`config.mk`:
```
export PLATFORM = sky130hd
export DESIGN_NAME = sacc_top
export DESIGN_NICKNAME = d
export VERILOG_FILES = /design/src/verilog/sacc_pkg.sv /design/src/verilog/sacc_clkdiv.sv /design/src/verilog/sacc_edge.sv /design/src/verilog/sacc_top.sv
export SDC_FILE = /design/constraint.sdc
export NUM_CORES = 1
export LEC_CHECK = 0
export BUFFER_PORTS_ARGS = -buffer_cell sky130_fd_sc_hd__buf_2
export CAP_MARGIN = 40
export CORE_MARGIN = 3
export CORE_UTILIZATION = 45
export CTS_CLUSTER_SIZE = 20
export DETAILED_ROUTE_END_ITERATION = 16
export PLACE_DENSITY = 0.85
export SLEW_MARGIN = 20
export SYNTH_ARGS = -nofsm -noshare
export SYNTH_HDL_FRONTEND = slang
export SYNTH_HIERARCHICAL = 1
export SYNTH_SLANG_ARGS = --single-unit
```
`constraint.sdc`:
```
create_clock -name mclk -period 1.9 [get_ports mclk]
set_input_delay 0.19 -clock mclk [delete_from_list [all_inputs] [get_ports mclk]]
set_output_delay 0.19 -clock mclk [all_outputs]
set_load 0.02 [all_outputs]
```
`src/verilog/sacc_pkg.sv`:
```
// Purpose: shared constants for the sar converter control block
// Assumes: 25 MHz mclk, synchronous active-high reset
// Notes: field codes and reset values of the control and config bits
package sacc_pkg;
  localparam int RES_W = 8;
  localparam int DIV_W = 5;
  localparam logic [DIV_W-1:0] DIV_RESET = 5'h1F;
  localparam logic [1:0] GAIN_RESET = 2'h0;
  localparam logic [1:0] GAIN_HALF = 2'h0;
  localparam logic [1:0] GAIN_ONE = 2'h1;
  localparam logic [1:0] GAIN_TWO = 2'h2;
  localparam logic [1:0] GAIN_FOUR = 2'h3;
  localparam logic [2:0] START_SW = 3'h0;
  localparam logic [2:0] START_T0 = 3'h1;
  localparam logic [2:0] START_T2 = 3'h2;
  localparam logic [2:0] START_T1 = 3'h3;
  localparam int START_EXT_BIT = 2;
  localparam int NEG_GND_BIT = 3;
  localparam logic [3:0] POS_TEMP = 4'h8;
  localparam logic [3:0] POS_SUPPLY = 4'h9;
  localparam int POS_PIN_BIT = 3;
  localparam logic [3:0] TRACK_CLKS = 4'h3;
  localparam logic [3:0] CONV_CLKS = 4'h8;
  localparam logic [RES_W-1:0] RESULT_RESET = 8'h00;
  localparam logic [RES_W-1:0] SIGN_FLIP = 8'h80;
  typedef enum logic [1:0] {SACC_IDLE, SACC_TRACK, SACC_CONV} sacc_state_t;
endpackage

```
`src/verilog/sacc_clkdiv.sv`:
```
// Purpose: sar clock enable divided from mclk by (div + 1)
// Assumes: one clock domain
// Notes: counter restarts whenever the block is not running
`timescale 1ns/1ns
module sacc_clkdiv
  import sacc_pkg::*;
(
  input wire logic mclk, // system clock
  input wire logic rst, // sync reset
  input wire logic run, // counting allowed
  input wire logic [sacc_pkg::DIV_W-1:0] div, // divider field
  output logic tick // one-cycle sar clock enable
);
  logic [DIV_W-1:0] cnt_q;
  always_ff @(posedge mclk) begin
    if (rst || !run) begin
      cnt_q <= '0;
    end else if (cnt_q >= div) begin
      cnt_q <= '0;
    end else begin
      cnt_q <= cnt_q + 1'b1;
    end
  end
  assign tick = run && (cnt_q >= div); // [RQ7]
  // a divider of zero ticks every cycle, and so may a value rewritten to zero
  cnt_period_a: assert property (@(posedge mclk) disable iff (rst || !run) // [RQ7]
    tick && div != '0 && $stable(div) |=> (div == '0 || !tick) [*1])
    else $error("sar tick repeated too soon");
endmodule

```
`src/verilog/sacc_edge.sv`:
```
// Purpose: rising edge detector for start sources
// Assumes: inputs synchronous to mclk
// Notes: one instance per edge-triggered source
`timescale 1ns/1ns
module sacc_edge (
  input wire logic mclk, // system clock
  input wire logic rst, // sync reset
  input wire logic sig, // sampled level
  output logic rise // one-cycle pulse on 0 to 1
);
  logic prev_q;
  always_ff @(posedge mclk) begin
    if (rst) begin
      prev_q <= 1'b0;
    end else begin
      prev_q <= sig;
    end
  end
  assign rise = sig && !prev_q;
endmodule

```
`src/verilog/sacc_top.sv`:
```
// Purpose: digital control of an 8-bit successive-approximation converter
// Assumes: single 25 MHz clock, all inputs synchronous, analog comparator outside
// Notes: control bits are plain ports; the result register is a flip-flop bank
// Functional notes
// [RQ1] Converter runs only when enabled; otherwise shutdown, no conversions.
// [RQ2] Ground negative input means single-ended; anything else means differential.
// [RQ3] Single-ended results are 8-bit unsigned, 0x00 to 0xFF.
// [RQ4] Differential results are two's complement, 0x80 to 0x7F.
// [RQ5] Gain choices 0.5, 1, 2, 4; reset default is 0.5.
// [RQ6] Gain field 00=0.5, 01=1, 10=2, 11=4.
// [RQ7] Sar clock is mclk divided by divider field plus one.
// [RQ8] Five start sources: software, timer 0, timer 2, timer 1, strobe.
// [RQ9] Start mode 000 sw, 001 t0, 010 t2, 011 t1, 1xx strobe.
// [RQ10] In software mode each busy write of one starts a conversion.
// [RQ11] Busy reads one throughout conversion, zero after completion.
// [RQ12] Busy falling edge sets done flag and requests interrupt if enabled.
// [RQ13] Result register holds new result once done flag reads one.
// [RQ14] Polling software should test done flag, not busy.
// [RQ15] Timer 2 source uses low overflow in 8-bit, high in 16-bit.
// [RQ16] Normal track mode tracks continuously while enabled, except converting.
// [RQ17] Low-power mode tracks three sar clocks after start, then converts.
// [RQ18] Low-power strobe mode tracks while strobe low; converts at rising edge.
// [RQ19] Normal mode with strobe selected starts on strobe rising edge.
// [RQ20] Tracking can be shut down during standby or sleep.
// [RQ21] Positive input: pins, temperature, supply; negative: pins or ground.
// [RQ22] Positive codes 0-7 pins, 8 temperature, 9 supply, 10-15 reserved.
// [RQ23] Start events during a running conversion are ignored.
`timescale 1ns/1ns
module sacc_top
  import sacc_pkg::*;
(
  input wire logic mclk, // system clock
  input wire logic rst, // sync reset, active high
  input wire logic converter_enable_bit, // subsystem enable
  input wire logic track_mode_bit, // 1 = low-power tracking
  input wire logic [2:0] start_mode_field, // start source select
  input wire logic busy_write_one, // pulse: software wrote 1 to busy
  input wire logic done_flag_clear, // pulse: software clears done flag
  input wire logic done_irq_enable, // interrupt enable for done flag
  input wire logic [sacc_pkg::DIV_W-1:0] sar_clock_divider_field, // divider
  input wire logic [1:0] gain_select_field, // amplifier gain code
  input wire logic [3:0] positive_input_field, // positive mux code
  input wire logic [3:0] negative_input_field, // negative mux code
  input wire logic timer0_ovf, // pulse: timer 0 overflow
  input wire logic timer1_ovf, // pulse: timer 1 overflow
  input wire logic timer2_low_ovf, // pulse: timer 2 low byte overflow
  input wire logic timer2_high_ovf, // pulse: timer 2 high byte overflow
  input wire logic timer2_split8, // timer 2 in 8-bit mode
  input wire logic external_start_strobe, // external conversion start
  input wire logic standby, // chip in standby or sleep
  input wire logic cmp_above, // analog comparator: input above trial
  output logic [sacc_pkg::RES_W-1:0] conversion_result_reg, // result
  output logic conversion_busy_bit, // conversion running
  output logic conversion_done_flag, // sticky completion flag
  output logic done_irq, // completion interrupt request
  output logic track_en, // sample switch closed
  output logic sar_clk_en, // sar clock enable pulse
  output logic [sacc_pkg::RES_W-1:0] sar_trial, // dac trial code
  output logic diff_mode, // 1 = differential
  output logic [1:0] pga_gain, // gain code to amplifier
  output logic [3:0] pos_sel, // positive mux select
  output logic [2:0] neg_sel, // negative pin select
  output logic neg_gnd, // negative input on ground
  output logic pos_reserved // positive code reserved
);
  import sacc_pkg::*;

  sacc_state_t state_q;
  logic [3:0] cnt_q;
  logic [RES_W-1:0] sar_q;
  logic [RES_W-1:0] bit_q;
  logic [RES_W-1:0] sar_d;
  logic busy_q;
  logic done_q;
  logic [1:0] gain_q;
  logic run;
  logic tick;
  logic strobe_rise;
  logic t2_evt;
  logic start_evt;
  logic strobe_low_mode;

  // divider held off in shutdown so no sar clocks burn power
  assign run = converter_enable_bit;
  sacc_clkdiv #() u_div (
    .mclk(mclk),
    .rst(rst),
    .run(run),
    .div(sar_clock_divider_field),
    .tick(tick)
  );
  sacc_edge u_strobe (
    .mclk(mclk),
    .rst(rst),
    .sig(external_start_strobe),
    .rise(strobe_rise)
  );
  assign t2_evt = timer2_split8 ? timer2_low_ovf : timer2_high_ovf; // [RQ15]
  assign strobe_low_mode = track_mode_bit && start_mode_field[START_EXT_BIT];

  // source selection; 1xx is the strobe whatever the low bits say
  always_comb begin
    if (start_mode_field[START_EXT_BIT]) begin
      start_evt = strobe_rise; // [RQ19] [RQ18]
    end else begin
      case (start_mode_field)
        START_SW: start_evt = busy_write_one; // [RQ10]
        START_T0: start_evt = timer0_ovf;
        START_T2: start_evt = t2_evt;
        START_T1: start_evt = timer1_ovf; // [RQ8] [RQ9]
        default: start_evt = 1'b0;
      endcase
    end
  end

  // sequencer: starts only from idle, so a late start cannot disturb a run
  always_ff @(posedge mclk) begin
    if (rst || !converter_enable_bit) begin // [RQ1]
      state_q <= SACC_IDLE;
      cnt_q <= '0;
    end else begin
      case (state_q)
        SACC_IDLE: begin
          if (start_evt) begin // [RQ23]
            cnt_q <= '0;
            // strobe mode already tracked while the strobe sat low
            state_q <= (track_mode_bit && !strobe_low_mode) ? SACC_TRACK : SACC_CONV;
          end
        end
        SACC_TRACK: begin
          if (tick) begin
            if (cnt_q == TRACK_CLKS - 4'h1) begin // [RQ17]
              cnt_q <= '0;
              state_q <= SACC_CONV;
            end else begin
              cnt_q <= cnt_q + 4'h1;
            end
          end
        end
        SACC_CONV: begin
          if (tick) begin
            if (cnt_q == CONV_CLKS - 4'h1) begin
              cnt_q <= '0;
              state_q <= SACC_IDLE;
            end else begin
              cnt_q <= cnt_q + 4'h1;
            end
          end
        end
        default: state_q <= SACC_IDLE;
      endcase
    end
  end

  // next trial: keep or drop the bit under test, then try the next one down;
  // the result register takes this value, so the lsb decision is not lost
  always_comb begin
    if (cmp_above) begin
      sar_d = sar_q | (bit_q >> 1);
    end else begin
      sar_d = (sar_q & ~bit_q) | (bit_q >> 1);
    end
  end

  // successive approximation, one bit per sar clock, msb first
  always_ff @(posedge mclk) begin
    if (rst) begin
      sar_q <= '0;
      bit_q <= '0;
    end else if (state_q != SACC_CONV) begin
      sar_q <= SIGN_FLIP;
      bit_q <= SIGN_FLIP;
    end else if (tick) begin
      sar_q <= sar_d;
      bit_q <= bit_q >> 1;
    end
  end

  // result latched as the run finishes; offset binary flipped to two's complement in differential mode only
  always_ff @(posedge mclk) begin
    if (rst) begin
      conversion_result_reg <= RESULT_RESET;
    end else if (state_q == SACC_CONV && tick && cnt_q == CONV_CLKS - 4'h1) begin
      if (diff_mode) begin
        conversion_result_reg <= sar_d ^ SIGN_FLIP; // [RQ4]
      end else begin
        conversion_result_reg <= sar_d; // [RQ3]
      end
    end
  end

  always_ff @(posedge mclk) begin
    if (rst) begin
      busy_q <= 1'b0;
    end else begin
      busy_q <= (state_q != SACC_IDLE); // [RQ11]
    end
  end

  // done flag: set wins over a clear in the same cycle
  always_ff @(posedge mclk) begin
    if (rst) begin
      done_q <= 1'b0;
    end else if (busy_q && state_q == SACC_IDLE) begin
      done_q <= 1'b1; // [RQ12] [RQ13]
    end else if (done_flag_clear) begin
      done_q <= 1'b0;
    end
  end

  always_ff @(posedge mclk) begin
    if (rst) begin
      gain_q <= GAIN_RESET; // [RQ5]
    end else begin
      gain_q <= gain_select_field; // [RQ6]
    end
  end

  assign conversion_busy_bit = busy_q;
  assign conversion_done_flag = done_q;
  assign done_irq = done_q && done_irq_enable; // [RQ12]
  assign sar_clk_en = tick;
  assign sar_trial = sar_q;
  assign pga_gain = gain_q;
  assign neg_gnd = negative_input_field[NEG_GND_BIT]; // [RQ21]
  assign neg_sel = negative_input_field[2:0];
  assign diff_mode = !neg_gnd; // [RQ2]
  assign pos_sel = positive_input_field;
  assign pos_reserved = positive_input_field > POS_SUPPLY; // [RQ22]

  // tracking; standby opens the switch whatever the mode
  always_comb begin
    if (!converter_enable_bit || standby) begin // [RQ20]
      track_en = 1'b0;
    end else if (!track_mode_bit) begin
      track_en = (state_q == SACC_IDLE); // [RQ16]
    end else if (strobe_low_mode) begin
      track_en = (state_q == SACC_IDLE) && !external_start_strobe; // [RQ18]
    end else begin
      track_en = (state_q == SACC_TRACK); // [RQ17]
    end
  end

  shutdown_idle_a: assert property (@(posedge mclk) disable iff (rst) // [RQ1]
    !converter_enable_bit |=> state_q == SACC_IDLE)
    else $error("sequencer active while disabled");
  busy_fall_done_a: assert property (@(posedge mclk) disable iff (rst) // [RQ12]
    $fell(busy_q) |-> done_q)
    else $error("done flag not set on busy fall");
  sw_start_a: assert property (@(posedge mclk) disable iff (rst) // [RQ10]
    converter_enable_bit && state_q == SACC_IDLE && start_mode_field == START_SW
    && busy_write_one ##1 converter_enable_bit |=> busy_q)
    else $error("software start did not raise busy");
  no_restart_a: assert property (@(posedge mclk) disable iff (rst) // [RQ23]
    state_q == SACC_CONV && converter_enable_bit && !tick |=> state_q == SACC_CONV)
    else $error("running conversion disturbed");
  mode_map_a: assert property (@(posedge mclk) disable iff (rst) // [RQ2]
    diff_mode == (negative_input_field < 4'h8))
    else $error("mode decode wrong");
  // the very first edge has no reset history, so only the release edge is checked
  gain_reset_a: assert property (@(posedge mclk) // [RQ5]
    $past(rst) && !rst |-> pga_gain == GAIN_HALF)
    else $error("gain not at half after reset");
  track_conv_a: assert property (@(posedge mclk) disable iff (rst) // [RQ16]
    state_q == SACC_CONV |-> !track_en)
    else $error("tracking during conversion");
  irq_gate_a: assert property (@(posedge mclk) disable iff (rst) // [RQ12]
    done_irq |-> done_q && done_irq_enable)
    else $error("interrupt without flag");
  result_hold_a: assert property (@(posedge mclk) disable iff (rst) // [RQ13]
    state_q != SACC_CONV |=> $stable(conversion_result_reg))
    else $error("result changed outside a conversion");
  busy_hold_a: assert property (@(posedge mclk) disable iff (rst) // [RQ11]
    state_q != SACC_IDLE |=> busy_q)
    else $error("busy low while sequencer runs");
  done_hold_a: assert property (@(posedge mclk) disable iff (rst) // [RQ12]
    done_q && !done_flag_clear |=> done_q)
    else $error("done flag lost without a clear");
  gain_copy_a: assert property (@(posedge mclk) disable iff (rst) // [RQ6]
    1'b1 |=> pga_gain == $past(gain_select_field))
    else $error("gain code not passed to amplifier");
  shutdown_track_a: assert property (@(posedge mclk) disable iff (rst) // [RQ1]
    !converter_enable_bit |-> !track_en && !sar_clk_en)
    else $error("tracking or sar clock while disabled");
  track_entry_a: assert property (@(posedge mclk) disable iff (rst) // [RQ17]
    converter_enable_bit && state_q == SACC_IDLE && start_evt && track_mode_bit
    && !strobe_low_mode |=> state_q == SACC_TRACK)
    else $error("low-power start skipped tracking");
  strobe_conv_a: assert property (@(posedge mclk) disable iff (rst) // [RQ18]
    converter_enable_bit && state_q == SACC_IDLE && start_evt && strobe_low_mode
    |=> state_q == SACC_CONV)
    else $error("strobe start did not convert at once");
  strobe_start_a: assert property (@(posedge mclk) disable iff (rst) // [RQ19]
    converter_enable_bit && state_q == SACC_IDLE && !track_mode_bit
    && start_mode_field[START_EXT_BIT] && strobe_rise |=> state_q == SACC_CONV)
    else $error("strobe edge did not start a conversion");
  t2_source_a: assert property (@(posedge mclk) disable iff (rst) // [RQ15]
    converter_enable_bit && state_q == SACC_IDLE && start_mode_field == START_T2
    && (timer2_split8 ? timer2_low_ovf : timer2_high_ovf) |=> state_q != SACC_IDLE)
    else $error("timer 2 overflow did not start");
  reserved_code_a: assert property (@(posedge mclk) disable iff (rst) // [RQ22]
    pos_reserved == (positive_input_field[3] && positive_input_field[2:1] != 2'h0))
    else $error("reserved input code decode wrong");
endmodule
```
; ---- Word level (Yosys, flattened, before mapping)
; Index checks and enable logic that the tools add are counted.
[word_totals]
output_inout_bits = 33
word_cells = 87
reg_bits = 40
input_bits = 33
[classes]
eq_ne = 13
n_mux = 27
order_cmp = 2
n_reduce_logical = 26
addsub = 2
bitwise = 5
[op_table]
columns = cell, count
row1 = 2-to-1 mux 8 bit, 6
row2 = 2-to-1 mux 4 bit, 5
row3 = OR 8 x 7 -> 8 bit, 2
row4 = 2-to-1 mux 2 bit, 6
row5 = "!= test 2 bit, second input constant", 6
row6 = case mux 4 bit (3 select lines), 1
row7 = logical AND 1 bit, 9
row8 = AND 8 bit, 1
row9 = NOT 8 bit, 1
row10 = 2-to-1 mux 1 bit, 7
row11 = "== test 3 x 2 -> 1 bit, second input constant", 2
row12 = case mux 2 bit (3 select lines), 1
row13 = nonzero test 2 bit, 3
row14 = "adder 5 x 1 -> 5 bit, second input constant", 1
row15 = >= comparator 5 bit, 1
row16 = logical NOT 1 bit, 5
row17 = AND reduction 5 bit, 1
row18 = "adder 4 x 1 -> 4 bit, second input constant", 1
row19 = "== test 4 x 2 -> 1 bit, second input constant", 1
row20 = "== test 4 x 3 -> 1 bit, second input constant", 1
row21 = "greater-than comparator 4 bit, second input constant", 1
row22 = case mux 1 bit (4 select lines), 1
row23 = AND reduction 4 bit, 1
row24 = OR reduction 2 bit, 2
row25 = other kinds (8), 9

; ---- Depth between registers and ports, before layout
[depth]
ltp_word = 6
mapped_depth = 12

; ---- Cells and area by module
; Netlist, hierarchy kept.
[by_module_without_submodules]
columns = mod, n_inst, cells_each, area_per_inst_um2, seq_area_each_um2
row1 = sacc_top, 1, 198, 1671.6, 680.7
row2 = sacc_clkdiv, 1, 36, 314.1, 100.1
row3 = sacc_edge, 1, 3, 47.5, 20.0

; ---- Worst setup path before layout
; Ideal clock, no wire load.
[synth_path]
path_type = register to register
startpoint = register u_div.cnt_q[0]
endpoint = register cnt_q[1] (netlist name)
arrival_ns = 2.236
required_ns = 1.779
setup_time_ns = 0.121
n_path_buf = 1
stages_incl_launch_ff = 11
slack_ns = -0.456
cell_sequence = dfxtp_1 -> inv_1 -> ha_1 -> nor2b_1 -> o21ai_1 -> a31oi_1 -> nor2b_1 -> clkbuf_8 -> o21bai_1 -> a41oi_4 -> mux2_2
[synth_lines]
columns = element, line_no
row1 = "start, declared", sacc_clkdiv.sv:14  ; logic [DIV_W-1:0] cnt_q;
row2 = "start signal, assigned", sacc_clkdiv.sv:21  ; cnt_q <= cnt_q + 1'b1;

==> results.txt <==
Outcome -> finished with violations
Failing checks -> negative setup slack
EDFF count, synth -> 0
Share of async-settable or async-resettable flops after synthesis -> 0%
Commonest non-fill, non-tap cell in the layout -> sky130_fd_sc_hd__buf_2
Min-delay worst type -> input pin to flip-flop
Achievable Freq -> 505 MHz
DRT antenna net count -> 0
Vias in the first global route -> 1778
Setup violation total in the final timing report -> 16
Startpoint of the lowest-slack hold path -> gain_select_field[0]
Power per unit of standard cell area -> 665 nW/um^2
Post-Layout Cell Count -> 358
Worst hold-check slack -> 0.110 ns
Slowest-stage cell, CP -> sky130_fd_sc_hd__dfxtp_2
Biggest fanout along the worst timing path -> 7
Cell types occupying the most area after synthesis -> sky130_fd_sc_hd__dfxtp_1 39%, sky130_fd_sc_hd__ha_1 7.4%, sky130_fd_sc_hd__a21oi_1 5.7%, sky130_fd_sc_hd__nor2_1 5.0%, sky130_fd_sc_hd__nand2_1 4.1%
Area of the core region -> 4170 sq um
Tightest Pin Transition -> 0.677 ns
Number of clock sinks -> 40
Number of pins exceeding their max-slew limit in the final report -> 0
Row Count -> 23
Via count of the routed design -> 1905
Final nets -> 353
First-pass GRT wire length -> 7850 um
Global-route congestion overflow total -> 0
Final Hold Violating Endpoints -> 0
Yosys top cell area share -> 39.4%
Highest-count cells in the layout ignoring fill and taps -> 56 x sky130_fd_sc_hd__buf_2, 36 x sky130_fd_sc_hd__dfxtp_1, 22 x sky130_fd_sc_hd__nor2_1, 16 x sky130_fd_sc_hd__inv_1
Fill cell total of the finished layout -> 281
Maximum number of pins on one net before global-route repair -> 16
Min Clock Period, post-route -> 1.98 ns
Total global routing track utilization -> 18.9%
Arrival time at the worst endpoint -> 2.18 ns
Mapped Nets -> 282
Number of flip-flops and latches in the synthesized netlist -> 40
Mapped Avg Cell Area -> 8.58 sq um
Area of the mapped netlist -> 2030 sq um
Cell count after synthesis -> 237
Buffer cell driving the clock tree root -> sky130_fd_sc_hd__clkbuf_8
H-Tree Depth -> 2
Leading register cell type out of synthesis -> sky130_fd_sc_hd__dfxtp_1
DRT Wirelength -> 5550 um
Clock tree from TritonCTS -> done
Ant. Diodes -> 0
Vertical extent of the die -> 73.2 um
Io pins -> 66
Drt initial violations -> 133
Sequential-to-total area share from yosys stat -> 39.4%
Final estimated routing congestion in global placement -> 0.856
Critical path launch point type -> flip-flop
HPWL after DPL -> 3430 um
Detailed-route vias per instance -> 5.32
Number of max-cap violations -> 0
Area Growth Syn to Fin -> 44.2%
Required time at the endpoint of the critical path -> 2.10 ns
Distinct cell type count after synthesis -> 44
Total Die Area -> 5360 sq um
Type of the worst setup path -> flip-flop to flip-flop
Crit path cell chain -> inv_2 -> ha_4 -> nor2b_4 -> o21ai_2 -> a31oi_1 -> nor2b_2 -> buf_6 -> o21bai_4 -> a41oi_4 -> mux2_4
Clock latency on the worst-skew pair -> 0.30 ns
Number of port buffers -> 57
Fraction of final layout cells sized beyond drive strength 1 -> 47.7%
Maximum vdd drop -> 0.452 mV
Reported leakage power -> 0.00120 uW
Starting density of the core -> 48.7%
Setup skew after layout -> 0.00958 ns
Number of remaining DRC errors -> 0
Share of the clock period used by the worst path after layout -> 104%
Buffer levels on the longest clock path -> 2
Post-cts hold buffer count -> 0
Die span in x -> 73.2 um
Critical path's largest stage delay -> 0.34 ns
Average routed wire per standard cell -> 15.5 um
Nature of the critical path endpoint -> flip-flop
Number of antenna violations at the first check in global routing -> 0
Number of buffers created by CTS -> 5
Clock edge transition at the registers on the reported setup and hold paths -> 0.08 ns
Pre-antenna DRT Iters -> 4
Placed Cells -> 341
Count of warnings emitted by yosys -> 6
Worst setup margin -> -0.0818 ns
RR Startpoint -> u_div/cnt_q[0]
Setup TNS -> -0.514 ns
Biggest area consumer among synthesized cells -> sky130_fd_sc_hd__dfxtp_1
Setup repair after global routing missed its margin -> true
Relative max-transition margin -> 54.9%
Crit path from -> u_div/cnt_q[0]
[per-layer routing]
metal  vias up  global-route usage, %  share of wire, %
met5         -                      0                 0
met4         0                   6.35               1.5
met3        10                   4.68               7.2
met2        75                   30.8                49
met1       884                   24.4                43
li1        936                      -                 -
[cell families (layout without fill, tap and decap cells)]
logic type | Yosys count | count (layout) | share of synthesized area, %
DFF | 40 | 40 | 39.4
and+or+nand+nor | 85 | 85 | 21.4
xor gates and xnor gates | 4 | 4 | 1.72
buffers and inverters | 33 | 104 | 8.37
AOI/OAI and AO/OA | 54 | 54 | 17.2
muxes | 9 | 9 | 4.55
adders and majority gates | 12 | 12 | 7.38
[layout make-up]
type	instances	area, sq um	share of cell area, %
multi-input cells	164	1340	45.8
flip-flops and latches	40	806	27.5
repair buffers	79	517	17.6
inverters	18	75.1	2.56
clock buffers	5	68.8	2.35
well taps	50	62.6	2.13
clock inverters	2	60.1	2.05
[Yosys cell counts, drive strengths merged (3+ instances only)]
library cell	n
mux2i	7
nand2b	7
dfxtp	40
nor2b	9
buf	11
a211oi	3
inv	17
o21ai	10
clkbuf	4
nand2	22
nand3	6
ha	12
a21oi	24
nand4	3
nor2	27
a31oi	4
[per-stage QoR]
step / setup slack [ns] / utilization [%] / power (uW) / cell area [sq um]
6_report: -0.0818 / 70.3 / 1950 / 2930
5_1_grt: -0.190 / 70.3 / 2010 / 2930
4_1_cts: -0.126 / 64.3 / 1910 / 2680
3_5_place_dp: -0.0962 / 59.0 / 1100 / 2460
3_3_place_gp: -0.0382 / 59.0 / 1090 / 2460
2_1_floorplan: -0.205 / - / 1040 / 2120
[where the power goes]
part           total (uW)  internal (uW)  switching, uW
registers             862            851           10.8
clock network         828            517            311
logic                 258            121            138
[repair_timing]
action | CTS | global route
gates cloned | 1 | 1
pin swaps | 10 | 21
resized for setup | 19 | 42
buffers inserted | 3 | 5
endpoints found under the setup margin | 17 | 26
[worst max-delay path, delay by kind of cell (launching register included)]
kind / cells / cell delay [ns]
flops: 1 / 0.34
mux: 1 / 0.33
simple gates: 2 / 0.19
compound gates: 4 / 0.58
buf+inv: 2 / 0.17
fa+ha+maj: 1 / 0.26
[worst paths after layout]
path              slack, ns  cells after the start                   end
hold / removal         0.11                      2           pga_gain[0]
setup / recovery      -0.08                     10              cnt_q[1]
hold reg to reg        0.48                      2  conversion_done_flag
setup reg to reg      -0.08                     10              cnt_q[1]
Note: power is estimated with default switching activity, not from simulation.
